[src/verilog/flash_ctrl_pkg.sv]
// shared constants, register map and types of the flash command controller
package flash_ctrl_pkg;

  // apb byte offsets
  localparam logic [7:0] OFF_STATUS    = 8'h00;
  localparam logic [7:0] OFF_MODE      = 8'h04;
  localparam logic [7:0] OFF_COMMAND   = 8'h08;
  localparam logic [7:0] OFF_DATA      = 8'h0c;
  localparam logic [7:0] OFF_ADDRESS   = 8'h10;
  localparam logic [7:0] OFF_SIGNATURE = 8'h18;
  localparam logic [7:0] OFF_DEFERRED  = 8'h1c;
  localparam logic [7:0] OFF_IMMEDIATE = 8'h20;

  // command codes
  localparam logic [3:0] CMD_NULL       = 4'h0;
  localparam logic [3:0] CMD_READ       = 4'h1;
  localparam logic [3:0] CMD_WRITE      = 4'h2;
  localparam logic [3:0] CMD_ERASE_WR   = 4'h3;
  localparam logic [3:0] CMD_VERIFY     = 4'h4;
  localparam logic [3:0] CMD_ERASE_PAGE = 4'h5;
  localparam logic [3:0] CMD_MASS_ERASE = 4'h6;
  localparam logic [3:0] CMD_EXECUTED   = 4'h7;
  localparam logic [3:0] CMD_SIGNATURE  = 4'hb;
  localparam logic [3:0] CMD_PROTECT    = 4'hc;
  localparam logic [3:0] CMD_PING       = 4'hf;

  // status and mode fields
  localparam int STA_DONE     = 0;
  localparam int STA_FAIL     = 1;
  localparam int STA_BUSY     = 2;
  localparam int STA_IRQ      = 3;
  localparam int MOD_ERASE_EN = 3;
  localparam int MOD_IRQ_EN   = 4;
  localparam int PROT_READ    = 31;

  // reset values
  localparam logic [7:0]  MODE_RESET      = 8'h80;
  localparam logic [15:0] DATA_RESET      = 16'h0000;
  localparam logic [15:0] ADDRESS_RESET   = 16'h0000;
  localparam logic [23:0] SIGNATURE_RESET = 24'hffffff;
  localparam logic [31:0] DEFERRED_RESET  = 32'h00000000;
  localparam logic [31:0] IMMEDIATE_RESET = 32'hffffffff;
  localparam logic [31:0] PROT_OPEN       = 32'hffffffff;

  // mass erase keys
  localparam logic [15:0] MASS_KEY_DATA = 16'h3cff;
  localparam logic [15:0] MASS_KEY_ADDR = 16'hffc3;

  // page geometry: 512 byte pages, 128 per block
  localparam int         PAGE_LSB          = 9;
  localparam logic [6:0] KERNEL_FIRST_PAGE = 7'd124;
  localparam logic [6:0] WIDE_GROUP_FIRST  = 7'd120;
  localparam logic [4:0] WIDE_GROUP_BIT    = 5'd30;

  // timing at 25 MHz
  localparam longint CLK_HZ             = 25_000_000;
  localparam longint WRITE_TIME_NS      = 50_000;
  localparam longint ERASE_WRITE_TIME_US = 20_000;
  localparam longint MASS_ERASE_TIME_MS = 2_480;
  localparam int     TIMER_W            = 26;
  localparam logic [TIMER_W-1:0] WRITE_CYCLES =
    TIMER_W'((WRITE_TIME_NS * CLK_HZ + 999_999_999) / 1_000_000_000);
  localparam logic [TIMER_W-1:0] ERASE_WRITE_CYCLES =
    TIMER_W'((ERASE_WRITE_TIME_US * CLK_HZ + 999_999) / 1_000_000);
  localparam logic [TIMER_W-1:0] MASS_ERASE_CYCLES =
    TIMER_W'((MASS_ERASE_TIME_MS * CLK_HZ + 999) / 1_000);
  localparam logic [15:0] SIGNATURE_CYCLES = 16'd32778;
  localparam logic [15:0] SIGN_WORDS       = 16'h8000;
  localparam logic [23:0] SIGN_POLY        = 24'h864cfb;

  // arbitrary value, no meaning beyond this design
  localparam logic [15:0] PROTECT_KEY = 16'h5a5a;

  typedef enum logic [2:0] {
    ARR_NONE, ARR_READ, ARR_WRITE, ARR_ERASE_PAGE, ARR_ERASE_USER, ARR_STORE_PROT
  } array_op_t;

  typedef struct packed {
    array_op_t   op;
    logic [15:0] addr;
    logic [31:0] wdata;
  } array_req_t;

endpackage : flash_ctrl_pkg

[src/verilog/page_guard.sv]
// read and write permission of one address under a protection word
`timescale 1ns/100ps
module page_guard
  import flash_ctrl_pkg::*;
(
  input  wire logic [31:0] prot_word,
  input  wire logic [15:0] addr,
  input  wire logic        is_block1,
  output logic             read_ok,
  output logic             write_ok
);
  wire logic [6:0] page      = addr[15:PAGE_LSB];
  wire logic       wide_grp  = is_block1 && (page >= WIDE_GROUP_FIRST);
  // kernel pages of block 0 never take a user write
  wire logic       kernel    = !is_block1 && (page >= KERNEL_FIRST_PAGE);
  wire logic [4:0] group_bit = wide_grp ? WIDE_GROUP_BIT : page[6:2];

  assign read_ok  = prot_word[PROT_READ];
  assign write_ok = !kernel && prot_word[group_bit];
endmodule : page_guard

[src/verilog/op_timer.sv]
// down counter timing one array operation
`timescale 1ns/100ps
module op_timer
  import flash_ctrl_pkg::*;
(
  input  wire logic               pclk,
  input  wire logic               presetn,
  input  wire logic               clk_en,
  input  wire logic               start,
  input  wire logic [TIMER_W-1:0] load,
  output logic                    expired
);
  logic [TIMER_W-1:0] count;

  // pulse in the last counted cycle
  assign expired = clk_en && (count == TIMER_W'(1));

  always_ff @(posedge pclk or negedge presetn) begin
    if (!presetn) begin
      count <= '0;
    end else if (clk_en) begin
      if (start) begin
        count <= load;
      end else if (count != '0) begin
        count <= count - TIMER_W'(1);
      end
    end
  end
endmodule : op_timer

[src/verilog/flash_command_protect_ctrl.sv]
// flash command sequencer with page protection and fetch port, apb slave
// Function
// - command 1 reads addressed word into data
// - command 2 programs data word, 50 us
// - command 3 erases page then writes, 20 ms
// - command 4 verifies word, mismatch sets fail
// - command 5 erases only the addressed page
// - command 6 erases user space, keeps kernel
// - mass erase refused without key sequence
// - command 11 builds 24-bit signature, 32778 cycles
// - command 12 stores protection once, key unlocks
// - command 15 only completes and raises interrupt
// - codes 0 to 6 leave command reading 7
// - block 0 bit 31 clear forbids reads
// - block 0 low bits guard page groups
// - block 1 bit 31 clear forbids reads
// - block 1 bit 30 guards pages 127-120
// - block 1 other bits guard page groups
// - fetch takes two cycles wide, one narrow
// - status done, fail, busy, irq; read clears all but busy
// - mode bit 3 gates erase/write, bit 4 irq
// - immediate protection now, deferred after reset
`timescale 1ns/100ps
module flash_command_protect_ctrl
  import flash_ctrl_pkg::*;
#(
  parameter bit                 is_block1          = 1'b0,
  parameter logic [TIMER_W-1:0] erase_write_cycles = ERASE_WRITE_CYCLES,
  parameter logic [TIMER_W-1:0] mass_erase_cycles  = MASS_ERASE_CYCLES,
  parameter logic [15:0]        signature_cycles   = SIGNATURE_CYCLES
) (
  input  wire logic        pclk,
  input  wire logic        presetn,
  input  wire logic        clk_en,
  input  wire logic        psel,
  input  wire logic        penable,
  input  wire logic        pwrite,
  input  wire logic [7:0]  paddr,
  input  wire logic [31:0] pwdata,
  output logic [31:0]      prdata,
  output logic             pready,
  output logic             pslverr,
  output array_req_t       arr_req,
  input  wire logic [15:0] arr_rdata,
  input  wire logic [31:0] nv_prot,
  input  wire logic        nv_prot_valid,
  input  wire logic        fetch_req,
  input  wire logic        fetch_wide,
  input  wire logic [15:0] fetch_addr,
  output logic [31:0]      fetch_data,
  output logic             fetch_valid,
  output logic             flash_irq
);

  typedef enum logic [2:0] {
    ST_IDLE, ST_READ, ST_WAIT, ST_ERASE_PRE, ST_SIGN, ST_FETCH_HI, ST_FETCH_END
  } state_t;

  function automatic logic [23:0] sign_step(input logic [23:0] acc, input logic [15:0] word);
    sign_step = {acc[22:0], 1'b0} ^ {8'h00, word} ^ (acc[23] ? SIGN_POLY : 24'h000000);
  endfunction : sign_step

  state_t        state;
  state_t        next_state;
  logic [7:0]    mode;
  logic [3:0]    command;
  logic          cmd_pending;
  logic [15:0]   data;
  logic [15:0]   address;
  logic [23:0]   signature;
  logic [31:0]   deferred;
  logic [31:0]   immediate;
  logic [31:0]   deferred_live;
  logic          sealed;
  logic          boot_load;
  logic          done_flag;
  logic          fail_flag;
  logic [15:0]   sign_count;
  logic [3:0]    active_cmd;

  // apb decode
  wire logic acc_first   = psel && penable && !pready;
  wire logic acc_done    = psel && penable && pready;
  wire logic hit_status  = paddr == OFF_STATUS;
  wire logic hit_mode    = paddr == OFF_MODE;
  wire logic hit_command = paddr == OFF_COMMAND;
  wire logic hit_data    = paddr == OFF_DATA;
  wire logic hit_address = paddr == OFF_ADDRESS;
  wire logic hit_sign    = paddr == OFF_SIGNATURE;
  wire logic hit_defer   = paddr == OFF_DEFERRED;
  wire logic hit_immed   = paddr == OFF_IMMEDIATE;
  wire logic mapped      = hit_status || hit_mode || hit_command || hit_data || hit_address
                           || hit_sign || hit_defer || hit_immed;
  wire logic wr_done     = acc_done && pwrite;
  wire logic status_rd   = acc_done && !pwrite && hit_status;
  wire logic busy        = state != ST_IDLE;

  wire logic [31:0] status_word = {28'h0000000, flash_irq, busy, fail_flag, done_flag};
  wire logic [31:0] read_mux =
    hit_status  ? status_word :
    hit_mode    ? {24'h000000, mode} :
    hit_command ? {28'h0000000, command} :
    hit_data    ? {16'h0000, data} :
    hit_address ? {16'h0000, address} :
    hit_sign    ? {8'h00, signature} :
    hit_defer   ? deferred :
    hit_immed   ? immediate : 32'h00000000;

  // only bits that the completed read actually returned are cleared
  wire logic clr_done = status_rd && prdata[STA_DONE];
  wire logic clr_fail = status_rd && prdata[STA_FAIL];
  wire logic clr_irq  = status_rd && prdata[STA_IRQ];

  // a command write is refused while one is already queued or running
  wire logic cmd_write = wr_done && hit_command && !busy && !cmd_pending;

  // protection in force
  wire logic [31:0] prot_eff = immediate & deferred_live;
  logic guard_read_ok;
  logic guard_write_ok;

  page_guard u_guard (
    .prot_word (prot_eff),
    .addr      (address),
    .is_block1 (is_block1),
    .read_ok   (guard_read_ok),
    .write_ok  (guard_write_ok)
  );

  wire logic write_ok   = guard_write_ok && mode[MOD_ERASE_EN];
  wire logic mass_ok    = mode[MOD_ERASE_EN] && data == MASS_KEY_DATA
                          && address == MASS_KEY_ADDR;
  wire logic protect_ok = mode[MOD_ERASE_EN] && (!sealed || data == PROTECT_KEY);

  // timer
  logic               timer_start;
  logic [TIMER_W-1:0] timer_load;
  logic               timer_expired;

  op_timer u_timer (
    .pclk    (pclk),
    .presetn (presetn),
    .clk_en  (clk_en),
    .start   (timer_start),
    .load    (timer_load),
    .expired (timer_expired)
  );

  // sequencer
  array_req_t  next_req;
  logic        take_cmd;
  logic        finish;
  logic        finish_fail;
  logic        capture_data;
  logic        sign_clear;
  logic        sign_accum;
  logic        fetch_lo;
  logic        fetch_hi;

  wire logic sign_reading = sign_count < SIGN_WORDS;
  wire logic sign_last    = sign_count == signature_cycles - 16'd1;
  wire logic fetch_take   = fetch_req && !fetch_valid && !cmd_pending;

  always_comb begin
    next_state   = state;
    next_req     = '{op: ARR_NONE, addr: address, wdata: {16'h0000, data}};
    take_cmd     = 1'b0;
    finish       = 1'b0;
    finish_fail  = 1'b0;
    capture_data = 1'b0;
    sign_clear   = 1'b0;
    sign_accum   = 1'b0;
    fetch_lo     = 1'b0;
    fetch_hi     = 1'b0;
    timer_start  = 1'b0;
    timer_load   = WRITE_CYCLES;
    unique case (state)
      ST_IDLE: begin
        if (cmd_pending) begin
          take_cmd = 1'b1;
          unique case (command)
            CMD_READ, CMD_VERIFY: begin
              if (guard_read_ok) begin
                next_req.op = ARR_READ;
                next_state  = ST_READ;
              end else begin
                finish      = 1'b1;
                finish_fail = 1'b1;
              end
            end
            CMD_WRITE: begin
              if (write_ok) begin
                next_req.op = ARR_WRITE;
                timer_start = 1'b1;
                next_state  = ST_WAIT;
              end else begin
                finish      = 1'b1;
                finish_fail = 1'b1;
              end
            end
            CMD_ERASE_WR, CMD_ERASE_PAGE: begin
              if (write_ok) begin
                next_req.op = ARR_ERASE_PAGE;
                timer_start = 1'b1;
                timer_load  = erase_write_cycles - WRITE_CYCLES;
                next_state  = (command == CMD_ERASE_WR) ? ST_ERASE_PRE : ST_WAIT;
              end else begin
                finish      = 1'b1;
                finish_fail = 1'b1;
              end
            end
            CMD_MASS_ERASE: begin
              if (mass_ok) begin
                next_req.op = ARR_ERASE_USER;
                timer_start = 1'b1;
                timer_load  = mass_erase_cycles;
                next_state  = ST_WAIT;
              end else begin
                finish      = 1'b1;
                finish_fail = 1'b1;
              end
            end
            CMD_SIGNATURE: begin
              if (prot_eff[PROT_READ]) begin
                sign_clear = 1'b1;
                next_state = ST_SIGN;
              end else begin
                finish      = 1'b1;
                finish_fail = 1'b1;
              end
            end
            CMD_PROTECT: begin
              if (protect_ok) begin
                next_req.op    = ARR_STORE_PROT;
                next_req.wdata = deferred;
                timer_start    = 1'b1;
                next_state     = ST_WAIT;
              end else begin
                finish      = 1'b1;
                finish_fail = 1'b1;
              end
            end
            CMD_PING: begin
              finish = 1'b1;
            end
            default: begin
              finish = 1'b0;
            end
          endcase
        end else if (fetch_take) begin
          next_req.op   = ARR_READ;
          next_req.addr = fetch_addr;
          next_state    = fetch_wide ? ST_FETCH_HI : ST_FETCH_END;
        end
      end
      ST_READ: begin
        finish       = 1'b1;
        capture_data = active_cmd == CMD_READ;
        finish_fail  = (active_cmd == CMD_VERIFY) && (arr_rdata != data);
        next_state   = ST_IDLE;
      end
      ST_ERASE_PRE: begin
        if (timer_expired) begin
          next_req.op = ARR_WRITE;
          timer_start = 1'b1;
          next_state  = ST_WAIT;
        end
      end
      ST_WAIT: begin
        if (timer_expired) begin
          finish     = 1'b1;
          next_state = ST_IDLE;
        end
      end
      ST_SIGN: begin
        if (sign_reading) begin
          next_req.op   = ARR_READ;
          next_req.addr = {sign_count[14:0], 1'b0};
        end
        // read data trails the request by one cycle
        sign_accum = (sign_count != 16'd0) && (sign_count <= SIGN_WORDS);
        if (sign_last) begin
          finish     = 1'b1;
          next_state = ST_IDLE;
        end
      end
      ST_FETCH_HI: begin
        next_req.op   = ARR_READ;
        next_req.addr = 16'(fetch_addr + 16'd2);
        fetch_lo      = 1'b1;
        next_state    = ST_FETCH_END;
      end
      ST_FETCH_END: begin
        fetch_hi   = fetch_wide;
        fetch_lo   = !fetch_wide;
        next_state = ST_IDLE;
      end
      default: begin
        next_state = ST_IDLE;
      end
    endcase
  end

  wire logic irq_event = finish && mode[MOD_IRQ_EN];

  // apb response, one wait state
  always_ff @(posedge pclk or negedge presetn) begin
    if (!presetn) begin
      pready  <= 1'b0;
      pslverr <= 1'b0;
      prdata  <= 32'h00000000;
    end else if (clk_en) begin
      pready  <= acc_first;
      pslverr <= acc_first && !mapped;
      if (acc_first) begin
        prdata <= read_mux;
      end
    end
  end

  // software registers
  always_ff @(posedge pclk or negedge presetn) begin
    if (!presetn) begin
      mode      <= MODE_RESET;
      address   <= ADDRESS_RESET;
      deferred  <= DEFERRED_RESET;
      immediate <= IMMEDIATE_RESET;
    end else if (clk_en && wr_done) begin
      if (hit_mode) begin
        mode <= pwdata[7:0];
      end
      if (hit_address) begin
        address <= pwdata[15:0];
      end
      if (hit_defer) begin
        deferred <= pwdata;
      end
      if (hit_immed) begin
        immediate <= pwdata;
      end
    end
  end

  // data register: a read result wins over a software write
  always_ff @(posedge pclk or negedge presetn) begin
    if (!presetn) begin
      data <= DATA_RESET;
    end else if (clk_en) begin
      if (capture_data) begin
        data <= arr_rdata;
      end else if (wr_done && hit_data) begin
        data <= pwdata[15:0];
      end
    end
  end

  // command register and queue
  always_ff @(posedge pclk or negedge presetn) begin
    if (!presetn) begin
      command     <= CMD_NULL;
      cmd_pending <= 1'b0;
      active_cmd  <= CMD_NULL;
    end else if (clk_en) begin
      if (cmd_write) begin
        command     <= pwdata[3:0];
        cmd_pending <= 1'b1;
      end else if (take_cmd) begin
        cmd_pending <= 1'b0;
        active_cmd  <= command;
        if (command <= CMD_MASS_ERASE) begin
          command <= CMD_EXECUTED;
        end
      end
    end
  end

  // status flags; a set in the clearing cycle survives
  always_ff @(posedge pclk or negedge presetn) begin
    if (!presetn) begin
      done_flag <= 1'b0;
      fail_flag <= 1'b0;
      flash_irq <= 1'b0;
    end else if (clk_en) begin
      done_flag <= finish || (done_flag && !clr_done);
      fail_flag <= (finish && finish_fail) || (fail_flag && !clr_fail);
      flash_irq <= irq_event || (flash_irq && !clr_irq);
    end
  end

  // sequencer state and array request
  always_ff @(posedge pclk or negedge presetn) begin
    if (!presetn) begin
      state   <= ST_IDLE;
      arr_req <= '{op: ARR_NONE, addr: 16'h0000, wdata: 32'h00000000};
    end else if (clk_en) begin
      state   <= next_state;
      arr_req <= next_req;
    end
  end

  // signature engine
  always_ff @(posedge pclk or negedge presetn) begin
    if (!presetn) begin
      signature  <= SIGNATURE_RESET;
      sign_count <= 16'h0000;
    end else if (clk_en) begin
      if (sign_clear) begin
        signature  <= SIGNATURE_RESET;
        sign_count <= 16'h0000;
      end else if (state == ST_SIGN) begin
        sign_count <= sign_count + 16'd1;
        if (sign_accum) begin
          signature <= sign_step(signature, arr_rdata);
        end
      end
    end
  end

  // deferred protection: loaded once after reset, sealed by the protect command
  always_ff @(posedge pclk or negedge presetn) begin
    if (!presetn) begin
      boot_load     <= 1'b1;
      sealed        <= 1'b0;
      deferred_live <= PROT_OPEN;
    end else if (clk_en) begin
      if (boot_load) begin
        boot_load     <= 1'b0;
        sealed        <= nv_prot_valid;
        deferred_live <= nv_prot_valid ? nv_prot : PROT_OPEN;
      end else if (finish && active_cmd == CMD_PROTECT && state == ST_WAIT) begin
        sealed <= 1'b1;
      end else if (finish && active_cmd == CMD_MASS_ERASE && state == ST_WAIT) begin
        sealed        <= 1'b0;
        deferred_live <= PROT_OPEN;
      end
    end
  end

  // instruction fetch, 16-bit array
  always_ff @(posedge pclk or negedge presetn) begin
    if (!presetn) begin
      fetch_data  <= 32'h00000000;
      fetch_valid <= 1'b0;
    end else if (clk_en) begin
      fetch_valid <= state == ST_FETCH_END;
      if (fetch_lo) begin
        fetch_data <= {16'h0000, arr_rdata};
      end else if (fetch_hi) begin
        fetch_data[31:16] <= arr_rdata;
      end
    end
  end

endmodule : flash_command_protect_ctrl

[config.mk]
export PLATFORM = sky130hd
export DESIGN_NAME = flash_command_protect_ctrl
export DESIGN_NICKNAME = d
export VERILOG_FILES = /design/src/verilog/flash_ctrl_pkg.sv /design/src/verilog/page_guard.sv /design/src/verilog/op_timer.sv /design/src/verilog/flash_command_protect_ctrl.sv
export SDC_FILE = /design/constraint.sdc
export NUM_CORES = 1
export LEC_CHECK = 0
export BUFFER_PORTS_ARGS = -buffer_cell sky130_fd_sc_hd__buf_4
export CAP_MARGIN = 40
export CELL_PAD_IN_SITES_DETAIL_PLACEMENT = 0
export CELL_PAD_IN_SITES_GLOBAL_PLACEMENT = 1
export CORE_ASPECT_RATIO = 0.6
export CORE_UTILIZATION = 45
export DETAILED_ROUTE_END_ITERATION = 10
export HOLD_SLACK_MARGIN = 0.03
export PLACE_DENSITY = 0.82
export SLEW_MARGIN = 20
export SYNTH_ARGS = -nofsm -noshare
export SYNTH_HDL_FRONTEND = slang
export SYNTH_SLANG_ARGS = --single-unit
[constraint.sdc]
create_clock -name pclk -period 3.05 [get_ports pclk]
set_input_delay 0 -clock pclk [delete_from_list [all_inputs] [get_ports pclk]]
set_output_delay 0 -clock pclk [all_outputs]
set_load 0.02 [all_outputs]
==> impl_metrics.xml <==
<?xml version="1.0" encoding="UTF-8"?>
<metrics>
  <group name="floorplanning">
    <metric name="dieHeight" unit="um">152</metric>
    <metric name="area_of_the_core" unit="um2">36600</metric>
    <metric name="area_of_the_die" unit="um2">38200</metric>
    <metric name="design.portCount" unit="">232</metric>
    <metric name="start_util" unit="%">46.0</metric>
    <metric name="die_w" unit="um">252</metric>
    <metric name="floorplan.rows" unit="">54</metric>
  </group>
  <group name="routing">
    <metric name="dr_total_vias" unit="">14913</metric>
    <metric name="vias_per_cell" unit="">5.94</metric>
    <metric name="drt_wirelength" unit="mm">58.2</metric>
    <metric name="drcViolationCount" unit="">0</metric>
    <metric name="route.detailed.wl_per_inst" unit="um">23.2</metric>
    <metric name="drt-initial-drc-count" unit="">1535</metric>
    <metric name="detail_route.first_pass.iterations" unit="">6</metric>
    <metric name="final_antenna_net_count" unit="">0</metric>
  </group>
  <group name="power">
    <metric name="power-per-cell-area" unit="nW/um2">662</metric>
    <metric name="irDropWorstVdd" unit="mV">0.583</metric>
    <metric name="cellLeakagePower" unit="nW">9.59</metric>
  </group>
  <group name="synthesis">
    <metric name="average_cell_area_after_synthesis" unit="um2">10.4</metric>
    <metric name="fraction_of_synthesized_cell_area_in_xor_and_xnor_cells" unit="%">3.54</metric>
    <metric name="synth-simple-area-share" unit="%">15.1</metric>
    <metric name="synth_top_cell_by_area" unit="">sky130_fd_sc_hd__dfrtp_1</metric>
    <metric name="synth_nets" unit="">1736</metric>
    <metric name="synthCells" unit="">1617</metric>
    <metric name="synth-warning-count" unit="">0</metric>
    <metric name="synth.lib_cells_used.distinct" unit="">83</metric>
    <metric name="synth_area" unit="um2">16800</metric>
    <metric name="ys_ff_latch" unit="">337</metric>
    <metric name="synth_top_cells_by_area" unit="">sky130_fd_sc_hd__dfrtp_1 37%, sky130_fd_sc_hd__dfstp_2 14%, sky130_fd_sc_hd__mux2_2 7.0%, sky130_fd_sc_hd__nor2_1 3.5%, sky130_fd_sc_hd__nand2_1 3.3%</metric>
    <metric name="yosys.area_share.adder" unit="%">0.446</metric>
    <metric name="ys_async_sr_fraction" unit="%">100</metric>
    <metric name="synth-seq-area-share" unit="%">50.7</metric>
    <metric name="ys.flop_type" unit="">sky130_fd_sc_hd__dfrtp_1</metric>
    <metric name="synth_top_family_by_area" unit="">compound AO/OA/AOI/OAI gates</metric>
    <metric name="synth_compound_area_share" unit="%">16.7</metric>
    <metric name="synth.mux.area_fraction" unit="%">10.3</metric>
    <metric name="synth-edff-count" unit="">0</metric>
    <metric name="post-synth-top-area-fraction" unit="%">36.7</metric>
  </group>
  <group name="sta">
    <metric name="setup_violations" unit="">0</metric>
    <metric name="post-route-period-util" unit="%">97.2</metric>
    <metric name="rsz0062_at_grt" unit="">no</metric>
    <metric name="finalClockSkew" unit="ns">0.0257</metric>
    <metric name="setup_total_negative_slack" unit="ns">0</metric>
    <metric name="timing_worst_slew_pin_value" unit="ns">0.808</metric>
    <metric name="slew_violations" unit="">0</metric>
    <metric name="achievable-frequency" unit="MHz">337</metric>
    <metric name="fin_crit" unit="ns">2.96</metric>
    <metric name="timing_hold_violations_final" unit="">0</metric>
    <metric name="slew-limit-headroom" unit="%">45.6</metric>
  </group>
  <group name="hold_path">
    <metric name="min-delay-path-class" unit="">input pin to async pin</metric>
  </group>
  <group name="critical_path">
    <metric name="critPathBufInv" unit="">1</metric>
    <metric name="crit_cells" unit="">8</metric>
    <metric name="crit_family" unit="">simple AND/OR/NAND/NOR gates</metric>
    <metric name="cell_count_of_the_worst_reg_to_reg_path" unit="">8</metric>
    <metric name="start_kind" unit="">flip-flop</metric>
    <metric name="timing_worst_setup_path_type" unit="">flip-flop to flip-flop</metric>
    <metric name="cp.required" unit="ns">3.49</metric>
    <metric name="worst_path_max_delay_cell" unit="">sky130_fd_sc_hd__or4_1</metric>
    <metric name="critical_path.endpoint_type" unit="">flip-flop</metric>
    <metric name="crit_path_max_incr_delay" unit="ns">0.66</metric>
    <metric name="cp.arrival" unit="ns">3.40</metric>
    <metric name="cp_cell_sequence" unit="">buf_4 &gt; and2_4 &gt; a221oi_2 &gt; a32oi_1 &gt; a32oi_2 &gt; nand3_1 &gt; or4_1 &gt; a22oi_1</metric>
    <metric name="path_max_fanout" unit="">13</metric>
  </group>
  <group name="final_layout">
    <metric name="final-seq-area" unit="um2">8550</metric>
    <metric name="fillers" unit="">3167</metric>
    <metric name="stdcell_count" unit="">2512</metric>
    <metric name="multi_input_comb_area" unit="um2">7810</metric>
    <metric name="final_util" unit="%">59.4</metric>
    <metric name="final_nets" unit="">2100</metric>
    <metric name="drive_above_1_share" unit="%">30.3</metric>
    <metric name="p_r_area_growth_vs_syn" unit="%">29.0</metric>
  </group>
  <group name="clock_tree">
    <metric name="clkTransAtPathRegs" unit="ns">0.06</metric>
    <metric name="cts_tree" unit="">yes</metric>
    <metric name="clock_tree.htree_level_count" unit="">2</metric>
    <metric name="worstSkewPairLatency" unit="ns">0.54</metric>
    <metric name="clock_tree.buffer_depth" unit="">3</metric>
    <metric name="ctsRootBufferMaster" unit="">sky130_fd_sc_hd__clkbuf_16</metric>
    <metric name="clkSinkCount" unit="">337</metric>
    <metric name="cts_buffers" unit="">35</metric>
  </group>
  <group name="status">
    <metric name="outcome" unit="">finished clean</metric>
  </group>
  <group name="place">
    <metric name="placedCellCount" unit="">2337</metric>
    <metric name="half_perimeter_wire_length_after_placement" unit="mm">42.0</metric>
    <metric name="port_buffers" unit="">231</metric>
    <metric name="place.gp.congestion" unit="">0.932</metric>
  </group>
  <group name="global_routing">
    <metric name="grt_pass1_wl" unit="mm">90.1</metric>
    <metric name="grt_max_degree" unit="">78</metric>
    <metric name="initial_antenna_violation_count" unit="">1</metric>
    <metric name="track_usage" unit="%">30.6</metric>
    <metric name="via_count_of_the_first_global_routing_pass" unit="">14732</metric>
    <metric name="grt-ovfl-total" unit="">0</metric>
  </group>
  <group name="run">
    <metric name="max-cap-violations" unit="">0</metric>
  </group>
</metrics>
[per-layer routing]
layer	routed length [um]	GRT usage, %
met1	27400	47.4
met3	5230	6.90
met4	1230	7.62
met5	0	0
met2	24300	42.7
[cell usage in the layout (no fill, tap or decap), drive strengths merged, types with 26 or more instances in the layout]
cell type,n
buf,318
mux2,105
a21oi,106
xnor2,47
dlygate4sd3,109
o21ai,72
dfrtp,247
nor3,56
dfstp,90
mux2i,55
clkbuf,56
a22oi,34
nand2,151
nor2,159
a221oi,26
a22o,28
nand3,36
o22a,32
[metrics by stage]
stage	hold WS, ns	cell area (um2)	setup WS (ns)	power, mW
final	0.0431	21700	0.0862	14.4
after global routing	0.0832	21700	0.0190	15.0
after global placement	0.0339	19500	0.191	9.90
after CTS	0.0451	21700	0.117	14.4
after detailed placement	0.0408	19500	0.149	9.97
after floorplan	-0.296	16800	0.606	8.22
[synthesized netlist by cell type (all sizes together) (5+ instances only)]
cell type and count:
dfrtp 247, nor2 159, nand2 151, a21oi 106
mux2 105, dfstp 90, o21ai 72, nor3 56
mux2i 55, clkbuf 53, buf 47, xnor2 47
nand3 36, a22oi 34, o22a 32, a22o 28
a221oi 26, inv 23, nand4 23, xor2 21
a31oi 17, nor4 16, a221o 14, and3 10
or3 10, and2 9, nand2b 9, o31ai 8
a21o 7, nor2b 7, o211ai 7, a211oi 6
a222oi 6, ha 6, nand3b 6, a31o 5
nor3b 5
[registers in the layout, indices dropped and copies added (netlist names), 3 cells and up]
signal	flops
signature	24
state	3
u_timer.count	26
address	16
mode	8
data	16
immediate	32
deferred	32
prdata	32
deferred_live	32
fetch_data	32
sign_count	16
arr_req	51
active_cmd	4
command	4
[final timing paths]
path,endpoint,from,slack [ns]
worst max-delay path,u_timer.count[15]$_DFFE_PN0P_,address[11]$_DFFE_PN0P_,0.09
worst min-delay path,fetch_data[27]$_DFFE_PN0P_,presetn,0.04
worst max register to register,u_timer.count[15]$_DFFE_PN0P_,address[11]$_DFFE_PN0P_,0.09
worst min register to register,prdata[14]$_DFFE_PN0P_,prdata[14]$_DFFE_PN0P_,0.48
max in group asynchronous,deferred_live[12]$_DFFE_PN1P_,presetn,1.99
min in group pclk,done_flag$_DFFE_PN0P_,psel,0.07
[where the power goes]
group	switching [mW]	total, mW	internal (mW)	leakage (nW)
registers	0.751	6.08	5.33	4.15
logic	2.22	4.02	1.80	4.88
clock network	1.85	4.30	2.45	0.561
total	4.82	14.4	9.58	9.59
[repair_timing]
item	4_1_cts	5_1_grt
hold endpoints to repair	348	0
hold buffers	109	0
gates resized for setup	0	0
buffers inserted	0	2
endpoints found under the setup margin	0	18
[cell families (layout without fill, tap and decap cells)]
| group | count (synthesis) | after routing |
|---|---|---|
| simple gates | 521 | 521 |
| xor+xnor | 68 | 68 |
| other cells | 0 | 1 |
| flops | 337 | 337 |
| compound gates | 401 | 401 |
| buf+inv | 124 | 514 |
| mux | 160 | 160 |
| fa+ha+maj | 6 | 6 |
[cell type report]
class	count	area share, %
tap	504	2.90
sequential	337	39.3
multi-input combinational	1156	35.9
timing repair buffer	427	16.2
antenna	1	0.0115
inverter	24	0.414
clock inverter	7	0.242
clock buffer	56	5.00
Power figures use the tool's default switching activity.
